## src/rtl/pll_pkg.sv

```systemverilog
// Constants, types and states for the synthesizer phase-comparison stage.
// Assumes one system clock mclk at 125 MHz, and configuration driven by
// logic on that same clock.
//
// Operation
// - FM oscillator input is divided by pulse swallow only, never directly.
// - AM oscillator input is divided directly or by pulse swallow, as selected.
// - Divided oscillator phase is compared against the reference frequency.
// - Divided frequency above reference drives both error outputs high.
// - Divided frequency below reference drives both error outputs low.
// - Matched frequencies release the error outputs to high impedance.
// - Both error outputs always carry the identical waveform.
package pll_pkg;

  // ************************************************************
  // Clock and widths
  // ************************************************************
  localparam int MCLK_HZ    = 125_000_000;
  localparam int REF_HZ_DEF = 5_000;
  localparam int DIV_W      = 16;
  localparam int SWALLOW_W  = 7;
  localparam int PRE_W      = 6;
  localparam int REF_W      = 24;

  // ************************************************************
  // Input choice and small constants
  // ************************************************************
  localparam logic OSC_SEL_FM = 1'b0;
  localparam logic OSC_SEL_AM = 1'b1;

  localparam logic [DIV_W-1:0]     DIV_ONE  = 16'h0001;
  localparam logic [DIV_W-1:0]     DIV_ZERO = 16'h0000;
  localparam logic [SWALLOW_W-1:0] SW_ONE   = 7'h01;
  localparam logic [SWALLOW_W-1:0] SW_ZERO  = 7'h00;
  localparam logic [PRE_W-1:0]     PRE_ONE  = 6'h01;
  localparam logic [PRE_W-1:0]     PRE_ZERO = 6'h00;
  localparam logic [REF_W-1:0]     REF_ONE  = 24'h000001;
  localparam logic [REF_W-1:0]     REF_ZERO = 24'h000000;

  // ************************************************************
  // Configuration carrier
  // ************************************************************
  typedef struct packed {
    logic                 osc_sel;     // FM or AM input
    logic                 am_direct;   // AM only: direct division
    logic [PRE_W-1:0]     prescale;    // Prescaler modulus P (P+1 while swallowing)
    logic [DIV_W-1:0]     main_div;    // Main divide ratio N
    logic [SWALLOW_W-1:0] swallow;     // Swallow count A
  } synth_cfg_s;

  // ************************************************************
  // Phase detector states
  // ************************************************************
  typedef enum logic [2:0] {
    PD_MATCH = 3'b001,
    PD_LEAD  = 3'b010,
    PD_LAG   = 3'b100
  } pd_state_e;

endpackage
```

## src/rtl/pll_phase_comparator.sv

```systemverilog
// Programmable divider and phase comparator of the tuning synthesizer.
// Assumes oscillator inputs are asynchronous square waves well below mclk/4,
// and that the error pins are resolved to a wire outside from out and oe.
`timescale 1ns/100ps
`default_nettype none

module pll_phase_comparator
  import pll_pkg::*;
#(
  parameter int REF_HZ = pll_pkg::REF_HZ_DEF
) (
  // Clock and reset
  input  wire logic              mclk,
  input  wire logic              rst,
  // Oscillator pins
  input  wire logic              fm_osc_input,
  input  wire logic              am_osc_input,
  // Configuration from the control logic
  input  wire pll_pkg::synth_cfg_s cfg,
  // Three-state error pins
  output logic                   phase_error_out_a,
  output logic                   phase_error_out_a_oe,
  output logic                   phase_error_out_b,
  output logic                   phase_error_out_b_oe
);
  import pll_pkg::*;

  localparam int REF_DIV = MCLK_HZ / REF_HZ;
  localparam logic [REF_W-1:0] REF_LAST = REF_W'(REF_DIV - 1);

  // ************************************************************
  // Pin synchronisers and edge detect
  // ************************************************************
  logic [1:0] fm_sync;
  logic [1:0] am_sync;
  logic       fm_prev;
  logic       am_prev;
  logic       fm_edge;
  logic       am_edge;
  logic       osc_edge;
  logic       swallow_mode;

  // Second flop feeds the edge detector; first flop feeds only the second
  always_ff @(posedge mclk or posedge rst) begin
    if (rst) begin
      fm_sync <= 2'h0;
      am_sync <= 2'h0;
      fm_prev <= 1'b0;
      am_prev <= 1'b0;
    end else begin
      fm_sync <= {fm_sync[0], fm_osc_input};
      am_sync <= {am_sync[0], am_osc_input};
      fm_prev <= fm_sync[1];
      am_prev <= am_sync[1];
    end
  end

  always_comb begin
    fm_edge = fm_sync[1] & ~fm_prev;
    am_edge = am_sync[1] & ~am_prev;
    // Configured input choice
    osc_edge = (cfg.osc_sel == OSC_SEL_AM) ? am_edge : fm_edge;
    // FM has no direct path; AM follows its method bit
    swallow_mode = (cfg.osc_sel == OSC_SEL_FM) | ~cfg.am_direct;
  end

  // ************************************************************
  // Programmable divider
  // ************************************************************
  logic [PRE_W-1:0]     pre_cnt;
  logic [PRE_W-1:0]     next_pre_cnt;
  logic [DIV_W-1:0]     main_cnt;
  logic [DIV_W-1:0]     next_main_cnt;
  logic [SWALLOW_W-1:0] sw_left;
  logic [SWALLOW_W-1:0] next_sw_left;
  logic                 div_pulse;
  logic                 next_div_pulse;
  logic [PRE_W-1:0]     pre_last;
  logic                 main_last;

  // Prescaler runs at P+1 until A swallows are spent, then at P
  always_comb begin
    pre_last       = (sw_left != SW_ZERO) ? cfg.prescale : (cfg.prescale - PRE_ONE);
    main_last      = (main_cnt >= (cfg.main_div - DIV_ONE));
    next_pre_cnt   = pre_cnt;
    next_main_cnt  = main_cnt;
    next_sw_left   = sw_left;
    next_div_pulse = 1'b0;
    if (osc_edge) begin
      if (!swallow_mode) begin
        // Direct division by N on every input edge
        if (main_last) begin
          next_main_cnt  = DIV_ZERO;
          next_div_pulse = 1'b1;
        end else begin
          next_main_cnt = main_cnt + DIV_ONE;
        end
        next_pre_cnt = PRE_ZERO;
        next_sw_left = cfg.swallow;
      end else if (pre_cnt >= pre_last) begin
        next_pre_cnt = PRE_ZERO;
        if (sw_left != SW_ZERO) begin
          next_sw_left = sw_left - SW_ONE;
        end
        if (main_last) begin
          // Total ratio N*P + A, swallow count reloads per cycle
          next_main_cnt  = DIV_ZERO;
          next_sw_left   = cfg.swallow;
          next_div_pulse = 1'b1;
        end else begin
          next_main_cnt = main_cnt + DIV_ONE;
        end
      end else begin
        next_pre_cnt = pre_cnt + PRE_ONE;
      end
    end
  end

  always_ff @(posedge mclk or posedge rst) begin
    if (rst) begin
      pre_cnt   <= PRE_ZERO;
      main_cnt  <= DIV_ZERO;
      sw_left   <= SW_ZERO;
      div_pulse <= 1'b0;
    end else begin
      pre_cnt   <= next_pre_cnt;
      main_cnt  <= next_main_cnt;
      sw_left   <= next_sw_left;
      div_pulse <= next_div_pulse;
    end
  end

  // ************************************************************
  // Reference divider
  // ************************************************************
  logic [REF_W-1:0] ref_cnt;
  logic [REF_W-1:0] next_ref_cnt;
  logic             ref_pulse;
  logic             next_ref_pulse;

  // Free-running tick at the reference rate, one cycle wide
  always_comb begin
    next_ref_pulse = (ref_cnt == REF_LAST);
    next_ref_cnt   = next_ref_pulse ? REF_ZERO : (ref_cnt + REF_ONE);
  end

  always_ff @(posedge mclk or posedge rst) begin
    if (rst) begin
      ref_cnt   <= REF_ZERO;
      ref_pulse <= 1'b0;
    end else begin
      ref_cnt   <= next_ref_cnt;
      ref_pulse <= next_ref_pulse;
    end
  end

  // ************************************************************
  // Phase-frequency detector and three-state outputs
  // ************************************************************
  pd_state_e state;
  pd_state_e next_state;
  logic      err_level;
  logic      next_err_level;
  logic      err_drive;
  logic      next_err_drive;

  // Whichever edge arrives first holds the state until the other one arrives alone;
  // coincident edges in the match state keep it matched, so the pins float.
  always_comb begin
    next_state = state;
    case (state)
      PD_MATCH: begin
        if (div_pulse && !ref_pulse) begin
          next_state = PD_LEAD;
        end else if (ref_pulse && !div_pulse) begin
          next_state = PD_LAG;
        end
      end
      PD_LEAD: begin
        if (ref_pulse && !div_pulse) begin
          next_state = PD_MATCH;
        end
      end
      PD_LAG: begin
        if (div_pulse && !ref_pulse) begin
          next_state = PD_MATCH;
        end
      end
      default: begin
        next_state = PD_MATCH;
      end
    endcase
    next_err_level = (next_state == PD_LEAD);
    next_err_drive = (next_state != PD_MATCH);
  end

  always_ff @(posedge mclk or posedge rst) begin
    if (rst) begin
      state     <= PD_MATCH;
      err_level <= 1'b0;
      err_drive <= 1'b0;
    end else begin
      state     <= next_state;
      err_level <= next_err_level;
      err_drive <= next_err_drive;
    end
  end

  // Both pins share one flop pair so they cannot drift apart
  always_comb begin
    phase_error_out_a    = err_level;
    phase_error_out_b    = err_level;
    phase_error_out_a_oe = err_drive;
    phase_error_out_b_oe = err_drive;
  end
endmodule // pll_phase_comparator

`default_nettype wire

```

## config.mk

```make
export PLATFORM = sky130hd
export DESIGN_NAME = pll_phase_comparator
export DESIGN_NICKNAME = d
export VERILOG_FILES = /design/src/rtl/pll_pkg.sv /design/src/rtl/pll_phase_comparator.sv
export SDC_FILE = /design/constraint.sdc
export NUM_CORES = 1
export LEC_CHECK = 0
export ABC_AREA = 1
export BUFFER_PORTS_ARGS = -buffer_cell sky130_fd_sc_hd__clkbuf_2
export CORE_ASPECT_RATIO = 0.8
export CORE_UTILIZATION = 44
export CTS_CLUSTER_SIZE = 12
export DETAILED_ROUTE_END_ITERATION = 10
export PLACE_DENSITY_LB_ADDON = 0.1
export SYNTH_ARGS = -nofsm -noshare
export SYNTH_HDL_FRONTEND = slang
export SYNTH_SLANG_ARGS = --single-unit
export TNS_END_PERCENT = 10
```

## constraint.sdc

```tcl
create_clock -name mclk -period 3.6 [get_ports mclk]
set_input_delay 0.36 -clock mclk [delete_from_list [all_inputs] [get_ports mclk]]
set_output_delay 0.36 -clock mclk [all_outputs]
set_load 0.03 [all_outputs]
```

==> results.py, run 1 <==
metrics = {
    "final_layout": {
        "finalNetCount": 672,
        "area_delta_synth_final_pct": 14.7,
        "fin_area_um2": 5010,
        "fin_cells": 750,
        "post-route-util_pct": 51.9,
        "drive_above_1_share_pct": 12.7,
        "n_antenna_cell": 0,
    },
    "drt": {
        "wl_per_cell_um": 12.1,
        "ant_nets": 0,
        "routed_via_density": 4.89,
        "post-route-drc-count": 0,
        "wl_mm": 9.06,
        "vias": 3664,
        "dr.pass1.iters": 4,
        "initialDrtViolationCount": 209,
    },
    "die": {
        "fp-row-count": 32,
        "die_area_um2": 10300,
        "die_y_um": 91.1,
        "pin_count": 39,
        "start_util_pct": 45.3,
        "die_x_um": 113,
        "core_um2": 9650,
    },
    "setup_path": {
        "cp-start-kind": "flip-flop",
        "end_kind": "flip-flop",
        "r2r_slack_ns": 0.45,
        "critPathMaxFanout": 16,
        "crit_required_ns": 3.81,
        "critPathKind": "flip-flop to flip-flop",
        "r2r_end": "main_cnt[12]$_DFFE_PP0P_",
        "r2r_start": "sw_left[0]$_DFFE_PP0P_",
        "worstRegToRegCells": 18,
        "crit_arrival_ns": 3.36,
    },
    "logic_synthesis": {
        "synthAdderAreaFrac_pct": 8.02,
        "ys_seq_area_share_pct": 37.8,
        "synth_top_family_by_area": "simple AND/OR/NAND/NOR gates",
        "syn_nets": 626,
        "ys_top_cells_by_count": "nand2_1, inv_1, dfrtp_1, nor2_1, xor2_1",
        "synth-xor-area-share_pct": 9.40,
        "ys_seq_elements": 66,
        "yosys.cell_count.top_type": "nand2_1",
        "synth_cell_types": 39,
        "synth-compound-area-share_pct": 5.24,
        "netlist_instances": 563,
        "yosysWarnings": 0,
        "netlist_area_um2": 4370,
        "yosysTopAreaCell": "dfrtp_1",
        "synth_mux_area_share_pct": 0,
        "synth_area_leaders": "dfrtp_1, nand2_1, ha_1, inv_1, xor2_1",
        "synth_top_area_share_pct": 37.2,
        "synth-main-ff-cell": "dfrtp_1",
        "synthSimpleGateAreaFrac_pct": 31.3,
        "synth_area_per_cell_um2": 7.76,
        "async_reset_ff_share_pct": 100,
        "synth_edf_count": 0,
    },
    "power": {
        "combPwrFrac_pct": 26.8,
        "p_leak_nw": 2.70,
        "p_per_area_nw_per_um2": 506,
        "vdd_ir_drop_max_mv": 0.364,
        "total_power_w": 0.00254,
        "pwr-share-clk_pct": 34.2,
        "seqPwrFrac_pct": 39.0,
        "p_int_w": 0.00171,
        "swShare_pct": 32.4,
        "switchingPower_w": 0.000822,
    },
    "clocking": {
        "cts_root_buffer": "clkbuf_16",
        "h-tree-depth": 3,
        "cts_tree": "done",
        "cts.clk_slew.worst_paths_ns": 0.05,
        "clockBufferDepth": 2,
        "cts-buffers-inserted": 9,
        "cts.sinks": 66,
        "cts.hold.buffers_added": 0,
        "clk_latency_ns": 0.32,
    },
    "worst_hold_path": {
        "hold_end": "am_sync[0]$_DFF_PP0_",
        "worstHoldPathCells": 1,
        "min_from": "am_osc_input",
        "min-delay-path-class": "input port to flip-flop",
    },
    "placed_design": {
        "gp_congestion": 0.852,
        "port_buffers": 38,
        "place_hpwl_mm": 6.89,
        "place_inst": 734,
        "place_area_um2": 4700,
    },
    "sta": {
        "fmax_mhz": 318,
        "finalSetupTns_ns": 0,
        "setup_viol": 0,
        "min_period_over_period_pct": 87.5,
        "relSlewSlack_pct": 26.1,
        "rsz0062_at_grt": "false",
        "hold_viol": 0,
        "timing.final.crit_period_ns": 3.15,
        "worst_slew_pin_slew_ns": 1.11,
        "slew_violations": 0,
        "skew_ns": 0.00533,
    },
    "grt": {
        "grt_pass1_wl_mm": 15.9,
        "busiest_layer": "met2",
        "grt_max_degree": 53,
        "grtUsageTotal_pct": 19.5,
        "grt_use_met1_pct": 28.1,
        "grt_antenna_before_repair": 0,
        "grt_use_met3_pct": 4.41,
        "first_global_vias": 3468,
        "use_met2_pct": 29.2,
        "grt-ovfl-total": 0,
    },
    "status": {
        "outcome": "completed",
    },
    "job": {
        "maxCapViolations": 0,
    },
}
-- flip-flops by register name, summed over array words and instances, names as in the netlist --
register,flops
state,3
main_cnt,16
fm_sync,2
ref_pulse,1
am_sync,2
phase_error_out_a,1
fm_prev,1
div_pulse,1
pre_cnt,6
am_prev,1
phase_error_out_a_oe,1
ref_cnt,24
sw_left,7
-- logic make-up after synthesis --
logic type	count (synthesis)
AND/OR/NAND/NOR	294
buffers and inverters	90
flip-flops	66
XOR/XNOR	46
AO/OA/AOI/OAI	39
adder cells (fa/ha/maj)	28
-- cells in the final DEF, fill, tap and decap left out, types with 6 or more instances in the layout --
cell type / n
nor2_1: 57
o21ai_0: 12
inv_1: 81
nand4_1: 22
nor3_1: 13
xor2_1: 32
nor4_1: 9
clkbuf_2: 38
nand2_1: 138
xnor2_1: 13
ha_1: 28
a21oi_1: 13
clkbuf_16: 9
nand3_1: 30
dfrtp_1: 65
o31ai_1: 6
-- worst max path at each step --
stage / end / cells past startpoint / from
4_1_cts: sw_left[1]$_DFFE_PP0P_ / 20 / sw_left[0]$_DFFE_PP0P_
3_3_place_gp: main_cnt[12]$_DFFE_PP0P_ / 18 / cfg[7]
3_5_place_dp: main_cnt[12]$_DFFE_PP0P_ / 18 / cfg[7]
6_report: main_cnt[12]$_DFFE_PP0P_ / 18 / sw_left[0]$_DFFE_PP0P_
5_1_grt: main_cnt[12]$_DFFE_PP0P_ / 18 / sw_left[0]$_DFFE_PP0P_
2_1_floorplan: main_cnt[0]$_DFFE_PP0P_ / 17 / cfg[7]
-- metal layers --
metal	wire length, um	share of wire [%]
met4	94	1.0
met3	302	3.3
met1	4830	53
met5	0	0
met2	3840	42
-- metrics by stage --
stage                     hold WS, ns  setup slack (ns)
after floorplan                 0.331             0.810
after global placement          0.334             0.356
after detailed placement        0.338             0.274
after CTS                       0.128             0.330
after global routing            0.128            0.0801
final                           0.145             0.451
-- power groups by stage --
stage	Sequential [W]	Clock, W	Combinational, W
2_1_floorplan	0.000982	0	0.000532
3_3_place_gp	0.00100	0	0.000665
3_5_place_dp	0.00100	0	0.000680
4_1_cts	0.000991	0.000897	0.000685
5_1_grt	0.00101	0.000930	0.000801
6_report	0.000989	0.000868	0.000680
-- area by class of cell --
type	instances	area, um^2
inverters	85	322
clock inverters	2	35.0
well taps	136	170
flip-flops and latches	66	1650
clock buffers	14	264
repair buffers	40	205
multi-input cells	407	2360
fillers	939	4640
-- critical path, cell delays in order (launching register included) --
cell     delay (ns)
dfrtp_1        0.38
inv_1          0.11
ha_1           0.19
inv_1          0.06
nor2_2         0.16
nand2_1        0.15
inv_1          0.15
nand3_1        0.13
nor3_2         0.14
xnor2_1        0.14
ha_1           0.28
a21oi_1        0.17
o21a_1         0.14
nand4_1        0.21
nand2_4        0.15
buf_4          0.22
nor2_1         0.05
o21ai_0        0.15
nor2_1         0.06
-- timing repair --
| item | 4_1_cts | 5_1_grt |
|---|---|---|
| resized for setup | 0 | 3 |
| setup endpoints to repair | 0 | 7 |
| setup buffers | 0 | 0 |
Power figures use the tool's default switching activity.
==> run 2, diff against run 1 <==
--- a/config.mk
+++ b/config.mk
@@ -8,7 +8,7 @@
 export ABC_AREA = 1
 export BUFFER_PORTS_ARGS = -buffer_cell sky130_fd_sc_hd__clkbuf_2
 export CORE_ASPECT_RATIO = 0.8
-export CORE_UTILIZATION = 44
+export CORE_UTILIZATION = 40
 export CTS_CLUSTER_SIZE = 12
 export DETAILED_ROUTE_END_ITERATION = 10
 export PLACE_DENSITY_LB_ADDON = 0.1
==> constraint.sdc (replaced) <==
create_clock -name mclk -period 3.1 [get_ports mclk]
set_input_delay 0.31 -clock mclk [delete_from_list [all_inputs] [get_ports mclk]]
set_output_delay 0.31 -clock mclk [all_outputs]
set_load 0.03 [all_outputs]
==> run 2 against run 1 <==
  * Register-to-register slack worse by 0.23 ns
  * Non-clock buffer count increased by 10
  * Total power up 19%
  * Setup slack got worse by 0.23 ns
  * Critical path depth decreased by 1
  * Via count up 3.0%
  * Combinational power increased by 23%
  * Clock power up 19%
  * Clock skew is 0.0065 ns higher
  * Largest power group unchanged
==> results.py, run 2 (same netlist as run 1, synthesis figures left out) <==
metrics = {
    "setup_path": {
        "crit_required_ns": 3.35,
        "path_delay_family": "simple AND/OR/NAND/NOR gates",
        "critPathKind": "flip-flop to flip-flop",
        "cp-start-kind": "flip-flop",
        "crit_chain": "inv_1 > ha_2 > inv_1 > nor2_2 > nand2_2 > inv_1 > nand3_2 > nor3_2 > xnor2_1 > ha_1 > nand2_1 > o21a_1 > nand4_1 > nand2_4 > buf_4 > or2_2 > a21oi_1",
        "slowest_stage": "dfrtp_1",
        "crit_top_cell": "inv_1",
        "crit_buf_inv": 4,
        "crit_arrival_ns": 3.13,
        "max_stage_delay_ns": 0.38,
        "end_kind": "flip-flop",
        "critPathMaxFanout": 12,
    },
    "sta": {
        "fmax_mhz": 348,
        "finalSetupTns_ns": 0,
        "relSlewSlack_pct": 35.5,
        "min_period_over_period_pct": 92.8,
        "slew_violations": 0,
        "hold_viol": 0,
        "timing.final.crit_period_ns": 2.88,
        "worst_slew_pin_slew_ns": 0.965,
        "setup_ws_ns": 0.225,
        "setup_viol": 0,
        "skew_ns": 0.0118,
        "rsz0062_at_grt": "false",
    },
    "placed_design": {
        "gp_congestion": 0.828,
        "pre_cts_ws_ns": 0.0375,
        "port_buffers": 38,
        "place_hpwl_mm": 7.20,
    },
    "clocking": {
        "cts_root_buffer": "clkbuf_16",
        "h-tree-depth": 3,
        "cts.sinks": 66,
        "cts.clk_slew.worst_paths_ns": 0.05,
        "clockBufferDepth": 2,
        "cts.hold.buffers_added": 0,
        "cts-buffers-inserted": 9,
        "cts_tree": "done",
        "cts_setup_buffers": 0,
        "clk_latency_ns": 0.33,
    },
    "power": {
        "p_leak_nw": 2.74,
        "vdd_ir_drop_max_mv": 0.319,
        "total_power_w": 0.00302,
        "p_per_area_nw_per_um2": 592,
    },
    "die": {
        "core_um2": 10400,
        "start_util_pct": 41.8,
        "die_x_um": 119,
        "die_area_um2": 11300,
        "pin_count": 39,
        "fp-row-count": 33,
        "die_y_um": 95.5,
    },
    "grt": {
        "grt-ovfl-total": 0,
        "first_global_vias": 3433,
        "grt_antenna_before_repair": 0,
        "grtUsageTotal_pct": 17.9,
        "grt_pass1_wl_mm": 16.1,
        "grt_max_degree": 47,
    },
    "drt": {
        "routed_via_density": 4.94,
        "wl_mm": 9.38,
        "wl_per_cell_um": 12.3,
        "vias": 3774,
        "initialDrtViolationCount": 240,
        "post-route-drc-count": 0,
        "ant_nets": 0,
        "dr.pass1.iters": 5,
    },
    "job": {
        "maxCapViolations": 0,
    },
    "worst_hold_path": {
        "min-delay-path-class": "input port to flip-flop",
    },
    "final_layout": {
        "largest-register": "ref_cnt",
        "final_common_cell": "nand2_1",
        "area_delta_synth_final_pct": 17.0,
        "drive_above_1_share_pct": 15.1,
        "largest_reg_flops": 24,
        "multi_input_area_um2": 2380,
        "n_antenna_cell": 0,
        "fill_cells": 1018,
        "finalNetCount": 682,
        "biggestRegsByFlops": "ref_cnt: 24 flops, main_cnt: 16 flops, sw_left: 7 flops",
        "post-route-util_pct": 48.9,
        "layout_common_cells": "nand2_1, inv_1, dfrtp_1",
        "regArea_um2": 1650,
    },
    "status": {
        "outcome": "completed",
    },
}
-- run 2: cell types whose count changed in the layout (fill, tap and decap cells not counted), sizes merged --
cell and change:
buf +10, clkbuf -2, clkinvlp +2
-- run 2: timing repair --
action	CTS	global route
resized for setup	0	7
setup endpoints to repair	0	20
hold endpoints to repair	0	0
-- run 2: cell type report --
cell class	count	share of cell area (%)
tap	140	3.43
inverter	85	6.29
multi-input combinational	407	46.5
clock buffer	12	5.02
sequential	66	32.3
clock inverter	4	0.979
timing repair buffer	50	5.48
-- run 2: where the power goes --
part,switching (W),internal [W]
Combinational,0.000486,0.000352
Clock,0.000368,0.000665
Sequential,0.000149,0.00100
Total,0.00100,0.00202
-- run 2: worst register-to-register path, stage by stage (launching register included) --
cell and delay [ns]:
dfrtp_1 0.38, inv_1 0.10, ha_2 0.20, inv_1 0.05
nor2_2 0.13, nand2_2 0.10, inv_1 0.10, nand3_2 0.09
nor3_2 0.13, xnor2_1 0.08, ha_1 0.34, nand2_1 0.08
o21a_1 0.19, nand4_1 0.15, nand2_4 0.09, buf_4 0.19
or2_2 0.28, a21oi_1 0.12
-- run 2: final timing paths --
| kind | from | endpoint | slack (ns) | cells past startpoint |
|---|---|---|---|---|
| worst max-delay path | sw_left[0]$_DFFE_PP0P_ | main_cnt[4]$_DFFE_PP0P_ | 0.22 | 17 |
| worst min-delay path | am_osc_input | am_sync[0]$_DFF_PP0_ | 0.09 | 1 |
| worst max register to register | sw_left[0]$_DFFE_PP0P_ | main_cnt[4]$_DFFE_PP0P_ | 0.22 | 17 |
| worst min register to register | am_sync[0]$_DFF_PP0_ | am_sync[1]$_DFF_PP0_ | 0.35 | 0 |
| max in group asynchronous | rst | state[0]$_DFF_PP1_ | 2.14 | 3 |
| min in group asynchronous | rst | ref_cnt[14]$_DFF_PP0_ | 0.18 | 2 |
-- run 2: metrics by stage --
step | area (um^2) | std cells | hold WS, ns
3_5_place_dp | 4780 | 748 | 0.341
6_report | 5110 | 764 | 0.0874
4_1_cts | 5090 | 764 | 0.0783
3_3_place_gp | 4780 | 748 | 0.335
5_1_grt | 5110 | 764 | 0.0753
2_1_floorplan | 4370 | 563 | 0.331
-- run 2: per-layer routing --
metal | global-route usage, % | wire (um) | vias up | part of all wire, %
met5 | 0 | 0 | - | 0
met4 | 5.06 | 76 | 0 | 0.81
met3 | 3.95 | 520 | 6 | 5.5
met2 | 25.7 | 3770 | 95 | 40
met1 | 26.7 | 5010 | 1748 | 53
li1 | - | - | 1925 | -
==> run 3, diff against run 2 <==
==> constraint.sdc (replaced) <==
create_clock -name mclk -period 3.6 [get_ports mclk]
set_input_delay 0.36 -clock mclk [delete_from_list [all_inputs] [get_ports mclk]]
set_output_delay 0.36 -clock mclk [all_outputs]
set_load 0.03 [all_outputs]
==> run 3 against run 2 <==
  * Non-clock buffer count down 9
  * Final area down 1.9%
  * Clock skew down 0.0042 ns
  * Global-route usage about the same
  * Die area unchanged
  * Sequential share of layout area up 0.63 points
  * Final cell count down 1.2%
  * Critical path depth up 1
==> results.py, run 3 (same netlist as run 1, synthesis figures left out) <==
metrics = {
    "drt": {
        "drt-met1-wl_mm": 5.10,
        "maxUsedRoutingLayer": "met4",
        "wl_met3_um": 383,
        "dr.pass1.iters": 4,
        "routed_via_density": 4.85,
        "post-route-drc-count": 0,
        "dr_wl_met2_mm": 3.77,
        "initialDrtViolationCount": 173,
        "wl_mm": 9.30,
        "ant_nets": 0,
        "vias": 3664,
        "wl_per_cell_um": 12.3,
    },
    "clocking": {
        "clockBufferDepth": 2,
        "cts.sinks": 66,
        "h-tree-depth": 3,
        "cts_root_buffer": "clkbuf_16",
        "cts.clk_slew.worst_paths_ns": 0.05,
        "clk_latency_ns": 0.33,
        "cts_tree": "done",
        "cts.hold.buffers_added": 0,
        "cts-buffers-inserted": 9,
    },
    "final_layout": {
        "layout_common_cells": "nand2_1, inv_1, dfrtp_1",
        "n_antenna_cell": 0,
        "drive_above_1_share_pct": 13.0,
        "finalNetCount": 673,
        "largest_reg_flops": 24,
        "largest-register": "ref_cnt",
        "area_delta_synth_final_pct": 14.8,
        "final_common_cell": "nand2_1",
        "biggestRegsByFlops": "ref_cnt: 24 flops, main_cnt: 16 flops, sw_left: 7 flops",
        "fill_cells": 1037,
    },
    "setup_path": {
        "r2r_slack_ns": 0.38,
        "worstRegToRegCells": 18,
        "r2r_end": "main_cnt[12]$_DFFE_PP0P_",
        "crit_required_ns": 3.81,
        "critPathKind": "flip-flop to flip-flop",
        "end_kind": "flip-flop",
        "critPathMaxFanout": 16,
        "crit_arrival_ns": 3.43,
        "cp-start-kind": "flip-flop",
        "r2r_start": "sw_left[0]$_DFFE_PP0P_",
    },
    "status": {
        "outcome": "completed",
    },
    "placed_design": {
        "pre_cts_ws_ns": 0.234,
        "port_buffers": 38,
        "gp_congestion": 0.842,
        "place_hpwl_mm": 7.11,
    },
    "grt": {
        "grtUsageTotal_pct": 17.9,
        "grt_antenna_before_repair": 0,
        "grt-ovfl-total": 0,
        "grt_pass1_wl_mm": 15.8,
        "grt_max_degree": 37,
        "first_global_vias": 3345,
    },
    "power": {
        "p_leak_nw": 2.70,
        "p_per_area_nw_per_um2": 505,
        "vdd_ir_drop_max_mv": 0.300,
    },
    "sta": {
        "setup_ws_ns": 0.381,
        "fmax_mhz": 311,
        "timing.final.crit_period_ns": 3.22,
        "setup_viol": 0,
        "hold_viol": 0,
        "finalSetupTns_ns": 0,
        "min_period_over_period_pct": 89.4,
        "rsz0062_at_grt": "false",
        "relSlewSlack_pct": 56.6,
        "skew_ns": 0.00762,
        "worst_slew_pin_slew_ns": 0.651,
        "hold_ws_ns": 0.103,
        "slew_violations": 0,
    },
    "die": {
        "pin_count": 39,
        "die_area_um2": 11300,
        "fp-row-count": 33,
        "die_x_um": 119,
        "core_um2": 10400,
        "die_y_um": 95.5,
        "start_util_pct": 41.8,
    },
    "job": {
        "maxCapViolations": 0,
    },
    "worst_hold_path": {
        "min-delay-path-class": "input port to asynchronous set/reset pin",
    },
}
-- run 3: changes by cell type in the layout (fill, tap and decap cells not counted), sizes merged --
cell      previous run  this run
clkinvlp             2         0
clkbuf              50        51
buf                 12         3
clkinv               1         2
-- run 3: metal layers --
metal  GRT usage (%)  up-vias
met4            3.16        0
met2            26.4       66
met1            26.2     1685
met3            4.84        4
met5               0        -
li1                -     1909
-- run 3: worst max path at each step --
stage	endpoint	startpoint
floorplan	main_cnt[0]$_DFFE_PP0P_	cfg[7]
global placement	main_cnt[12]$_DFFE_PP0P_	cfg[7]
detailed placement	sw_left[2]$_DFFE_PP0P_	cfg[7]
CTS	sw_left[6]$_DFFE_PP0P_	sw_left[0]$_DFFE_PP0P_
global route	main_cnt[12]$_DFFE_PP0P_	sw_left[0]$_DFFE_PP0P_
finish	main_cnt[12]$_DFFE_PP0P_	sw_left[0]$_DFFE_PP0P_
-- run 3: final cells by class --
cell class	instances	area [um^2]	area share, %
clock inverters	3	40.0	0.798
well taps	140	175	3.49
flip-flops and latches	66	1650	33.0
inverters	85	322	6.41
multi-input cells	407	2360	47.1
clock buffers	13	250	4.99
repair buffers	41	213	4.24
-- run 3: worst max-delay path, stage by stage (launching register included) --
cell	delay (ns)
dfrtp_1	0.38
inv_1	0.10
ha_1	0.19
inv_1	0.06
nor2_2	0.17
nand2_1	0.17
inv_2	0.13
nand3_1	0.12
nor3_2	0.15
xnor2_1	0.15
ha_1	0.29
a21oi_1	0.17
o21a_1	0.14
nand4_1	0.21
nand2_4	0.15
buf_4	0.23
nor2_1	0.05
o21ai_0	0.18
nor2_1	0.06
-- run 3: report_power, final --
group	total, W	switching, W	internal [W]
combinational	0.000686	0.000409	0.000278
clock	0.000858	0.000305	0.000553
sequential	0.000989	0.000125	0.000865
-- run 3: metrics by stage --
stage          util [%]  total power [W]  cell area (um^2)  std cells
2_1_floorplan         -          0.00151              4370        563
3_3_place_gp       45.2          0.00167              4720        739
3_5_place_dp       45.2          0.00169              4720        739
4_1_cts            47.9          0.00257              5010        755
5_1_grt            48.0          0.00272              5010        755
6_report           48.0          0.00253              5010        755
-- run 3: repair_timing --
action,4_1_cts,5_1_grt
setup buffers,0,0
resized for setup,0,4
endpoints found under the hold margin,0,0
endpoints found under the setup margin,0,13
